$ cat src/verilog/tcsw_pkg.sv
package tcsw_pkg;
  // register word offsets (byte addresses)
  localparam logic [3:0] TCSW_OFF_CTRL    = 4'h0;
  localparam logic [3:0] TCSW_OFF_COUNT   = 4'h4;
  localparam logic [3:0] TCSW_OFF_CAPCOMP = 4'h8;
  localparam logic [3:0] TCSW_OFF_STATUS  = 4'hc;
  localparam logic [3:0] TCSW_OFF_IRQ_EN  = 4'h0;
  localparam logic [3:0] TCSW_OFF_IRQ_CLR = 4'h4;
  localparam logic [1:0] TCSW_SEL_MAIN = 2'h0;
  // control field positions
  localparam int TCSW_CTL_RUN = 0;
  localparam int TCSW_CTL_OVF_IE = 1;
  localparam int TCSW_CTL_PERI_IE = 2;
  localparam int TCSW_CTL_SYNC_DIS = 3;
  localparam int TCSW_CTL_CLKSRC = 4;
  localparam int TCSW_CTL_XTAL_EN = 5;
  localparam int TCSW_CTL_GATE_IE = 6;
  localparam int TCSW_CTL_GLOBAL_IE = 7;
  localparam int TCSW_CTL_MODE_LO = 8;
  localparam int TCSW_CTL_SPECIAL = 10;
  localparam int TCSW_CTL_CAP_RISE = 11;
  localparam int TCSW_CTL_WIDTH = 12;
  localparam logic [11:0] TCSW_CTL_RESET = 12'h000;
  localparam logic [15:0] TCSW_COUNT_RESET = 16'h0000;
  localparam logic [15:0] TCSW_COUNT_MAX = 16'hffff;
  // status bit positions
  localparam int TCSW_ST_OVF = 0;
  localparam int TCSW_ST_CAPTURE = 1;
  localparam int TCSW_ST_COMPARE = 2;
  localparam int TCSW_ST_WAKE = 3;
  localparam int TCSW_NUM_EVT = 4;
  // wake vector address
  localparam logic [12:0] TCSW_IRQ_VECTOR = 13'h0004;
  typedef enum logic [1:0] {TCSW_MODE_OFF, TCSW_MODE_CAPTURE, TCSW_MODE_COMPARE} tcsw_mode_t;
  typedef enum {TCSW_BUS_IDLE, TCSW_BUS_ACK} tcsw_bus_t;
endpackage

$ cat src/verilog/tcsw_edge.sv
`timescale 1ns/100ps
`default_nettype none
module tcsw_edge (
  input wire logic mclk, // system clock
  input wire logic rstn, // async reset, active low
  input wire logic level, // synchronised level
  output logic rise // one-cycle pulse on rising edge
);
  logic last;
  always_ff @(posedge mclk or negedge rstn) begin
    if (!rstn) begin
      last <= 1'b0;
    end else begin
      last <= level;
    end
  end
  assign rise = level & ~last;
endmodule
`default_nettype wire

$ cat src/verilog/tcsw_sync2.sv
`timescale 1ns/100ps
`default_nettype none
module tcsw_sync2 (
  input wire logic mclk, // system clock
  input wire logic rstn, // async reset, active low
  input wire logic din, // asynchronous level
  output logic dout // synchronised level
);
  logic stage1;
  always_ff @(posedge mclk or negedge rstn) begin
    if (!rstn) begin
      stage1 <= 1'b0;
      dout <= 1'b0;
    end else begin
      stage1 <= din;
      dout <= stage1;
    end
  end
endmodule
`default_nettype wire

$ cat src/verilog/tcsw_timer.sv
// Design decisions made here: the placing of the registers and the Avalon-MM register port.
`timescale 1ns/100ps
`default_nettype none
// Summary of operation
// - counting continues in sleep only in asynchronous external counter mode.
// - asynchronous mode counts edges of the external crystal or clock input.
// - overflow in sleep with wake enabled wakes core at next instruction.
// - after wake with global enable set, core vectors to address 0004h.
// - the 16-bit count is the capture/compare time base.
// - capture event copies the count into the value register pair.
// - compare raises an event when value pair equals the count.
// - outside asynchronous mode, special trigger clears both count bytes.
// - special trigger clear never sets the overflow flag.
// - capture/compare keeps its own interrupt on the special trigger match.
// - with special trigger outside asynchronous mode, the value pair acts as the timer period.
// - a software count write wins over a coincident special trigger clear.
// - count rolls FFFFh to 0000h, setting the overflow flag each time.
module tcsw_timer
  import tcsw_pkg::*;
(
  input wire logic mclk, // 10 MHz system clock
  input wire logic rstn, // async reset, active low
  input wire logic [3:0] avs_address, // byte address
  input wire logic [1:0] avs_select, // 0: main bank, 1: interrupt bank
  input wire logic avs_read, // read request
  input wire logic avs_write, // write request
  input wire logic [31:0] avs_writedata, // write data
  input wire logic [3:0] avs_byteenable, // byte lanes
  output logic [31:0] avs_readdata, // read data
  output logic avs_waitrequest, // stall
  input wire logic sleep_mode, // core asleep
  input wire logic ext_clk_pin, // external crystal or clock pin
  input wire logic capture_pin, // capture input pin
  output logic wake_core, // wake pulse to core
  output logic vector_req, // request jump to vector
  output logic [12:0] vector_addr, // vector address
  output logic capcomp_event, // compare match pulse
  output logic [15:0] time_base, // count to capture/compare unit
  output logic irq // level interrupt
);
  logic [TCSW_CTL_WIDTH-1:0] ctrl;
  logic [15:0] count;
  logic [15:0] capcomp;
  logic [TCSW_NUM_EVT-1:0] status;
  logic [TCSW_NUM_EVT-1:0] irq_en;
  tcsw_bus_t bus_state;
  logic ext_sync, ext_rise, cap_sync, cap_rise;
  logic [15:0] cmp_prev;
  logic cmp_armed;

  tcsw_sync2 u_ext_sync (.mclk(mclk), .rstn(rstn), .din(ext_clk_pin), .dout(ext_sync));
  tcsw_edge u_ext_edge (.mclk(mclk), .rstn(rstn), .level(ext_sync), .rise(ext_rise));
  tcsw_sync2 u_cap_sync (.mclk(mclk), .rstn(rstn), .din(capture_pin), .dout(cap_sync));
  tcsw_edge u_cap_edge (.mclk(mclk), .rstn(rstn), .level(cap_sync), .rise(cap_rise));

  // control decode
  wire run_en = ctrl[TCSW_CTL_RUN];
  wire ovf_ie = ctrl[TCSW_CTL_OVF_IE];
  wire peri_ie = ctrl[TCSW_CTL_PERI_IE];
  wire sync_disable = ctrl[TCSW_CTL_SYNC_DIS];
  wire ext_src = ctrl[TCSW_CTL_CLKSRC];
  wire global_ie = ctrl[TCSW_CTL_GLOBAL_IE];
  wire special_en = ctrl[TCSW_CTL_SPECIAL];
  wire [1:0] mode_bits = ctrl[TCSW_CTL_MODE_LO +: 2];
  wire mode_capture = (mode_bits == 2'(TCSW_MODE_CAPTURE));
  wire mode_compare = (mode_bits == 2'(TCSW_MODE_COMPARE));
  wire async_mode = ext_src & sync_disable;

  // count enable: sleep stops all but asynchronous external counting
  wire src_tick = ext_src ? ext_rise : 1'b1;
  wire count_tick = run_en & src_tick & (~sleep_mode | async_mode);
  wire at_max = (count == TCSW_COUNT_MAX);
  wire overflow = count_tick & at_max;

  // bus decode
  wire bus_req = (avs_read | avs_write) & (bus_state == TCSW_BUS_IDLE);
  // writes land at the edge where waitrequest is seen low, as the master expects
  wire wr_go = avs_write & (bus_state == TCSW_BUS_ACK);
  wire main_bank = (avs_select == TCSW_SEL_MAIN);
  wire wr_ctrl = wr_go & main_bank & (avs_address == TCSW_OFF_CTRL);
  wire wr_count = wr_go & main_bank & (avs_address == TCSW_OFF_COUNT);
  wire wr_capcomp = wr_go & main_bank & (avs_address == TCSW_OFF_CAPCOMP);
  wire wr_irq_en = wr_go & ~main_bank & (avs_address == TCSW_OFF_IRQ_EN);
  wire wr_irq_clr = wr_go & ~main_bank & (avs_address == TCSW_OFF_IRQ_CLR);
  wire [15:0] be_mask = {{8{avs_byteenable[1]}}, {8{avs_byteenable[0]}}};

  // compare: one pulse per new equality
  wire cmp_equal = mode_compare & (capcomp == count);
  wire cmp_pulse = cmp_equal & (~cmp_armed | (cmp_prev != count));
  wire special_trig = cmp_pulse & special_en & ~async_mode;
  wire cap_event = mode_capture & cap_rise;
  wire wake_evt = overflow & sleep_mode & run_en & ovf_ie & peri_ie;

  wire [15:0] count_merged = (count & ~be_mask) | (avs_writedata[15:0] & be_mask);
  logic [15:0] next_count;
  always_comb begin
    next_count = count;
    if (count_tick) begin
      next_count = 16'(count + 16'h0001);
    end
    if (special_trig) begin
      next_count = TCSW_COUNT_RESET;
    end
    if (wr_count) begin
      next_count = count_merged;
    end
  end

  always_ff @(posedge mclk or negedge rstn) begin
    if (!rstn) begin
      count <= TCSW_COUNT_RESET;
    end else begin
      count <= next_count;
    end
  end

  always_ff @(posedge mclk or negedge rstn) begin
    if (!rstn) begin
      cmp_prev <= TCSW_COUNT_RESET;
      cmp_armed <= 1'b0;
    end else begin
      cmp_prev <= count;
      cmp_armed <= cmp_equal;
    end
  end

  always_ff @(posedge mclk or negedge rstn) begin
    if (!rstn) begin
      ctrl <= TCSW_CTL_RESET;
    end else if (wr_ctrl) begin
      if (avs_byteenable[0]) ctrl[7:0] <= avs_writedata[7:0];
      if (avs_byteenable[1]) ctrl[11:8] <= avs_writedata[11:8];
    end
  end

  always_ff @(posedge mclk or negedge rstn) begin
    if (!rstn) begin
      capcomp <= TCSW_COUNT_RESET;
    end else if (cap_event) begin
      capcomp <= count;
    end else if (wr_capcomp) begin
      capcomp <= (capcomp & ~be_mask) | (avs_writedata[15:0] & be_mask);
    end
  end

  // sticky events: set beats clear; trigger clear cannot set overflow
  wire [TCSW_NUM_EVT-1:0] evt_set = {wake_evt, cmp_pulse, cap_event, overflow};
  wire [TCSW_NUM_EVT-1:0] clr_mask = wr_irq_clr ? avs_writedata[TCSW_NUM_EVT-1:0] : '0;
  always_ff @(posedge mclk or negedge rstn) begin
    if (!rstn) begin
      status <= '0;
      irq_en <= '0;
    end else begin
      status <= (status & ~clr_mask) | evt_set;
      if (wr_irq_en) irq_en <= avs_writedata[TCSW_NUM_EVT-1:0];
    end
  end
  assign irq = |(status & irq_en);

  // wake and vector request
  always_ff @(posedge mclk or negedge rstn) begin
    if (!rstn) begin
      wake_core <= 1'b0;
      vector_req <= 1'b0;
    end else begin
      wake_core <= wake_evt;
      vector_req <= wake_evt & global_ie;
    end
  end
  assign vector_addr = TCSW_IRQ_VECTOR;

  always_ff @(posedge mclk or negedge rstn) begin
    if (!rstn) begin
      capcomp_event <= 1'b0;
      time_base <= TCSW_COUNT_RESET;
    end else begin
      capcomp_event <= cmp_pulse;
      time_base <= next_count;
    end
  end

  // bus: one wait cycle, answer in the following cycle
  logic [31:0] rd_mux;
  always_comb begin
    rd_mux = 32'h0000_0000;
    if (main_bank) begin
      case (avs_address)
        TCSW_OFF_CTRL: rd_mux = {20'h00000, ctrl};
        TCSW_OFF_COUNT: rd_mux = {16'h0000, count};
        TCSW_OFF_CAPCOMP: rd_mux = {16'h0000, capcomp};
        TCSW_OFF_STATUS: rd_mux = {28'h0000000, status};
        default: rd_mux = 32'h0000_0000;
      endcase
    end else if (avs_address == TCSW_OFF_IRQ_EN) begin
      rd_mux = {28'h0000000, irq_en};
    end
  end

  always_ff @(posedge mclk or negedge rstn) begin
    if (!rstn) begin
      bus_state <= TCSW_BUS_IDLE;
      avs_readdata <= 32'h0000_0000;
    end else begin
      case (bus_state)
        TCSW_BUS_IDLE: begin
          if (bus_req) begin
            bus_state <= TCSW_BUS_ACK;
            avs_readdata <= rd_mux;
          end
        end
        TCSW_BUS_ACK: bus_state <= TCSW_BUS_IDLE;
        default: bus_state <= TCSW_BUS_IDLE;
      endcase
    end
  end
  assign avs_waitrequest = ~(bus_state == TCSW_BUS_ACK);

  // checks
  a_sleep_hold: assert property (@(posedge mclk) disable iff (!rstn)
    (sleep_mode & ~async_mode & ~wr_count & ~special_trig) |=> ($stable(count) || $past(wr_count)))
    else $error("count moved in sleep outside async mode");
  a_rollover_flag: assert property (@(posedge mclk) disable iff (!rstn)
    overflow |=> (count == 16'h0000) && status[TCSW_ST_OVF])
    else $error("rollover did not zero count and set flag");
  a_trig_clear: assert property (@(posedge mclk) disable iff (!rstn)
    (special_trig & ~wr_count) |=> (count == 16'h0000))
    else $error("special trigger did not clear count");
  a_trig_noovf: assert property (@(posedge mclk) disable iff (!rstn)
    (special_trig & ~overflow & ~status[TCSW_ST_OVF] & ~wr_irq_clr) |=> ~status[TCSW_ST_OVF])
    else $error("special trigger set overflow flag");
  a_write_wins: assert property (@(posedge mclk) disable iff (!rstn)
    (wr_count & special_trig & (avs_byteenable[1:0] == 2'b11)) |=> (count == $past(avs_writedata[15:0])))
    else $error("count write lost to trigger");
  a_capture_copy: assert property (@(posedge mclk) disable iff (!rstn)
    cap_event |=> (capcomp == $past(count)))
    else $error("capture did not copy count");
  a_cmp_single: assert property (@(posedge mclk) disable iff (!rstn)
    capcomp_event |=> ~capcomp_event || $changed(time_base))
    else $error("compare pulse repeated without count change");
  a_wake_vector: assert property (@(posedge mclk) disable iff (!rstn)
    wake_evt |=> wake_core && (vector_req == $past(global_ie)))
    else $error("wake or vector missing");
  a_vector_only: assert property (@(posedge mclk) disable iff (!rstn)
    vector_req |-> wake_core && (vector_addr == 13'h0004))
    else $error("vector without wake");
  a_base_match: assert property (@(posedge mclk) disable iff (!rstn)
    1'b1 |=> (time_base == count))
    else $error("time base differs from count");
  a_capcomp_irq: assert property (@(posedge mclk) disable iff (!rstn)
    cmp_pulse |=> status[TCSW_ST_COMPARE])
    else $error("compare flag missing");
  c_wake: cover property (@(posedge mclk) disable iff (!rstn) wake_evt ##1 vector_req);
  c_period: cover property (@(posedge mclk) disable iff (!rstn) special_trig ##[1:50] special_trig);
  c_capture: cover property (@(posedge mclk) disable iff (!rstn) cap_event);
  c_clash: cover property (@(posedge mclk) disable iff (!rstn) wr_count & special_trig);
endmodule
`default_nettype wire
$ cat config.mk
export PLATFORM = sky130hd
export DESIGN_NAME = tcsw_timer
export DESIGN_NICKNAME = d
export VERILOG_FILES = /design/src/verilog/tcsw_pkg.sv /design/src/verilog/tcsw_edge.sv /design/src/verilog/tcsw_sync2.sv /design/src/verilog/tcsw_timer.sv
export SDC_FILE = /design/constraint.sdc
export NUM_CORES = 1
export LEC_CHECK = 0
export ABC_AREA = 1
export BUFFER_PORTS_ARGS = -buffer_cell sky130_fd_sc_hd__buf_2
export CAP_MARGIN = 20
export CORE_ASPECT_RATIO = 0.75
export CORE_MARGIN = 4
export CORE_UTILIZATION = 30
export DETAILED_ROUTE_END_ITERATION = 10
export PLACE_DENSITY_LB_ADDON = 0.1
export SYNTH_ARGS = -nofsm -noshare
export SYNTH_HDL_FRONTEND = slang
export SYNTH_HIERARCHICAL = 1
export SYNTH_SLANG_ARGS = --single-unit
$ cat constraint.sdc
create_clock -name mclk -period 2.5 [get_ports mclk]
set_input_delay 0.375 -clock mclk [delete_from_list [all_inputs] [get_ports mclk]]
set_output_delay 0.375 -clock mclk [all_outputs]
set_load 0.02 [all_outputs]
* Yosys cells after proc, flatten, opt, wreduce, memory -nomap -nowiden
Index checks and enable logic that the tools add are counted.
** Word-level totals
- Register bits :: 142
- Bits of input ports :: 49
- Output and inout bits :: 66
- Logic and storage cells :: 97
** Cells by class
- Add/sub/neg operators :: 1
- Equal/unequal tests :: 10
- Multiplexer cells :: 12
- Bitwise logic cells :: 45
- Reductions and logical operators :: 10
** Operators by type and width (count)
- 16-bit 2-to-1 mux :: 6
- 32-bit logical NOT :: 2
- 32-bit 2-to-1 mux :: 2
- 16-bit one-hot mux with 4 select lines :: 1
- 16-bit AND :: 3
- 32-bit by 2-bit equality test with 1-bit output, second input constant :: 1
- 16-bit OR :: 2
- 1-bit AND :: 25
- 16-bit by 1-bit adder with 16-bit output, second input constant :: 1
- 16-bit equality test :: 1
- 16-bit equality test, second input constant :: 1
- 16-bit != test :: 1
- 16-bit inverter :: 1
- 4-bit AND :: 2
- 4-bit equality test, second input constant :: 2
- 4-bit 2-to-1 mux :: 2
- 1-bit inverter :: 7
- 2-bit AND reduction :: 3
- 4-bit by 3-bit equality test with 1-bit output, second input constant :: 1
- 4-bit logical NOT :: 1
- 4-bit inverter :: 1
- 4-bit OR :: 1
- 4-bit OR reduction :: 1
- 1-bit OR :: 3
- other kinds (7) :: 7

* Depth between registers and ports, before layout
- Word-level depth :: 11
- Depth in mapped cells :: 15
- Depth with buffers taken out :: 13

* By module
Netlist, hierarchy kept.
** Modules (own cells, without submodules)
- tcsw_timer :: instances 1, cells an instance 707, area each 5170.0 µm², sequential area each 2227.1 µm²
- tcsw_sync2 :: instances 2, cells an instance 2, area each 50.0 µm², sequential area each 50.0 µm²
- tcsw_edge :: instances 2, cells an instance 3, area each 35.0 µm², sequential area each 25.0 µm²

* Worst setup path after synthesis
OpenSTA, ideal clock, no wires.
- Path type :: register to register
- From :: register with a tool-made name
- To :: register with a tool-made name
- Library setup time :: 117 ps
- Arrival :: 1763 ps
- Required time :: 2383 ps
- Setup slack :: 620 ps
- Cell stages (with the launch flop) :: 14
- Buffers on the path :: 0
- Clock period less this slack :: 1880 ps
- Cells stage by stage :: dfrtp_1 ha_1 nand2_1 nor2_1 nand2_1 nor2_2 nand2_1 or2_0 o21ai_0 nor2_1 nand2_1 nand2_1 nand2_1 nand2_1

==> reports/metrics.csv <==
metric;value;unit
DPL Wire Length;13.2;mm
startpoint class of the critical path;flop;
Clock Power Share;0.371;
Yosys warning count;6;
fin util;0.361;
maximum clock rate;450;MHz
clock latency on the worst-skew pair;0.36;ns
initial antenna violation count;0;
Net Switching;1.17;mW
final hold slack;-0.0251;ns
Worst-path clk slew;0.07;ns
Max Root-Sink Buffers;2;
Final Skew;0.0118;ns
Slew HR;0.488;
Synth Instances;717;
status;finished with violations;
total power;3.73;mW
Worst Setup Slack, final;0.279;ns
Slew @ Worst Pin;0.765;ns
Die ar.;20000;um2
design area;6190;um2
crit-path max FO;19;
Congestion Overflow GR;0;
Critical Path AT;2.46;ns
Slew Viols, Final;0;
CORE AREA;17100;um2
CP endpoint kind;flop;
Synth top area share;0.445;
leakage power;3.19;nW
Max-cap violations;0;
die height;124;um
Num CTS Buffers;9;
drt via density;4.70;
period utilization;0.888;
register area share after synthesis;0.445;
post-route ant nets;0;
Switching Share;0.315;
gr usage total;0.174;
DR iter-0 viols;344;
TritonCTS clock tree;yes;
largest net degree at the start of global routing;48;
Fin. Hold Viols;21;
drc violations;0;
drt pass-1 iters;7;
Setup-failing EPs final;0;
die width;162;um
Yosys cell types;34;
Total Nets Final;837;
sequential power share;0.457;
first-pass GRT wire length;26.7;mm
Initial Util;0.312;
Area Growth Syn to Fin;15.9;%
RSZ-0062 raised after global routing;no;
wire length per cell;16.7;um
site row count;41;
Seq cells post-synth;95;
# diodes;0;
wirelength, routed;17.1;mm
# H-tree levels;3;
DP Area;5900;um2
vias in the first global route;4689;
Setup WS pre-CTS;0.242;ns
VDD IR max;0.301;mV
power density over the cells;602;nW/um2
Fin Setup TNS;0;ns
min Tclk post-route;2.22;ns
worst min path class;input port to asynchronous set/reset pin;
Avg Cell Area, Syn;7.45;um2
leading area contributor after synthesis;dfrtp_1;
Clock Sinks;95;
routability cong.;0.881;
I/O pin count;115;
final cell count without fillers;1028;
postcts setup bufs;0;
Syn Std Cell Area;5340;um2
Critical Setup Path Class;flop to flop;
Port Buffers;67;
WP data required;2.74;ns
Combinational Power Share;0.172;
Synth area leaders;dfrtp_1 (45%), nand2_1 (16%), o21ai_0 (6.7%);
failing checks;hold timing;
clock tree root buffer cell;clkbuf_16;
Int Pwr;2.56;mW
placed insts;1012;
via count;4830;
share of cells above drive strength 1;0.168;
==> worst paths after layout <==
| path | endpoint | slack, ns | cells after the start |
|---|---|---|---|
| max | flop | 0.28 | 9 |
| min | asynchronous set/reset pin | -0.03 | 1 |
| max reg2reg | flop | 0.28 | 9 |
| min reg2reg | u_cap_sync/dout | 0.35 | 0 |
| max in group asynchronous | asynchronous set/reset pin | 1.85 | 2 |
| min in group mclk | u_cap_sync/stage1 | 0.12 | 1 |
==> synthesized netlist by cell type (all sizes together) <==
cell type,count
buf,48
conb,2
o22ai,16
xnor2,2
mux2,8
a21oi,17
nor3b,2
xor2,3
ha,1
or2,2
nand4,4
inv,77
nand3,35
nor3,11
o211ai,16
a31oi,5
nand2,230
clkinv,2
o21ai,71
clkbuf,10
nor2,57
a221oi,3
dfrtp,95
==> routing by layer <==
metal / vias to the layer above / GRT usage / share of wire / wire length [um]
li1: 2388 / - / - / -
met3: 26 / 0.0387 / 0.067 / 1150
met5: - / 0 / 0 / 0
met1: 2238 / 0.260 / 0.49 / 8450
met2: 178 / 0.254 / 0.42 / 7250
met4: 0 / 0.0481 / 0.017 / 286
==> cells by family after synthesis <==
| family | Yosys count | synth area share |
|---|---|---|
| AOI/OAI and AO/OA | 128 | 0.139 |
| xor gates and xnor gates | 5 | 0.00820 |
| adders and majority gates | 1 | 0.00234 |
| buffers and inverters | 137 | 0.123 |
| DFF | 95 | 0.445 |
| muxes | 8 | 0.0169 |
| other | 2 | 0.00141 |
| and+or+nand+nor | 341 | 0.264 |
==> layout by cell type (no fill, tap or decap), drive strengths merged <==
master    instances
inv              79
nand2           230
a21oi            17
o211ai           16
dfrtp            95
a31oi             5
nor3             11
buf              90
xnor2             2
clkinvlp          2
nor2             57
nand4             4
clkinv            4
mux2              8
o21ai            71
o22ai            16
ha                1
nand3            35
or2               2
nor3b             2
conb             29
a221oi            3
clkbuf           10
xor2              3
==> layout make-up <==
| cell class | instances | area, um2 |
|---|---|---|
| clock buffer | 10 | 239 |
| clock inverter | 6 | 52.6 |
| fill | 1881 | 10900 |
| inverter | 79 | 297 |
| multi-input combinational | 512 | 2410 |
| sequential | 95 | 2380 |
| tap | 236 | 295 |
| timing repair buffer | 90 | 523 |
==> power by group through the flow <==
stage | registers, mW | clock network [mW] | logic, mW
after floorplan | 1.74 | 0 | 0.416
after global placement | 1.73 | 0 | 0.642
after detailed placement | 1.73 | 0 | 0.645
after CTS | 1.70 | 1.42 | 0.648
after global routing | 1.72 | 1.48 | 0.727
final | 1.70 | 1.38 | 0.642
==> what timing repair did <==
item                                    CTS  global route
endpoints found under the setup margin    0            12
hold buffers                              0             0
endpoints found under the hold margin     0             0
resized for setup                         0             1
==> critical path, stage by stage (launching register included) <==
cell     delay, ns
dfrtp_1       0.59
inv_1         0.21
o21ai_0       0.26
nor3_1        0.10
nand3_1       0.18
nand3_4       0.27
nand2_2       0.18
nand2_2       0.15
nand2_1       0.09
nand2_1       0.06
Power figures use the tool's default switching activity.
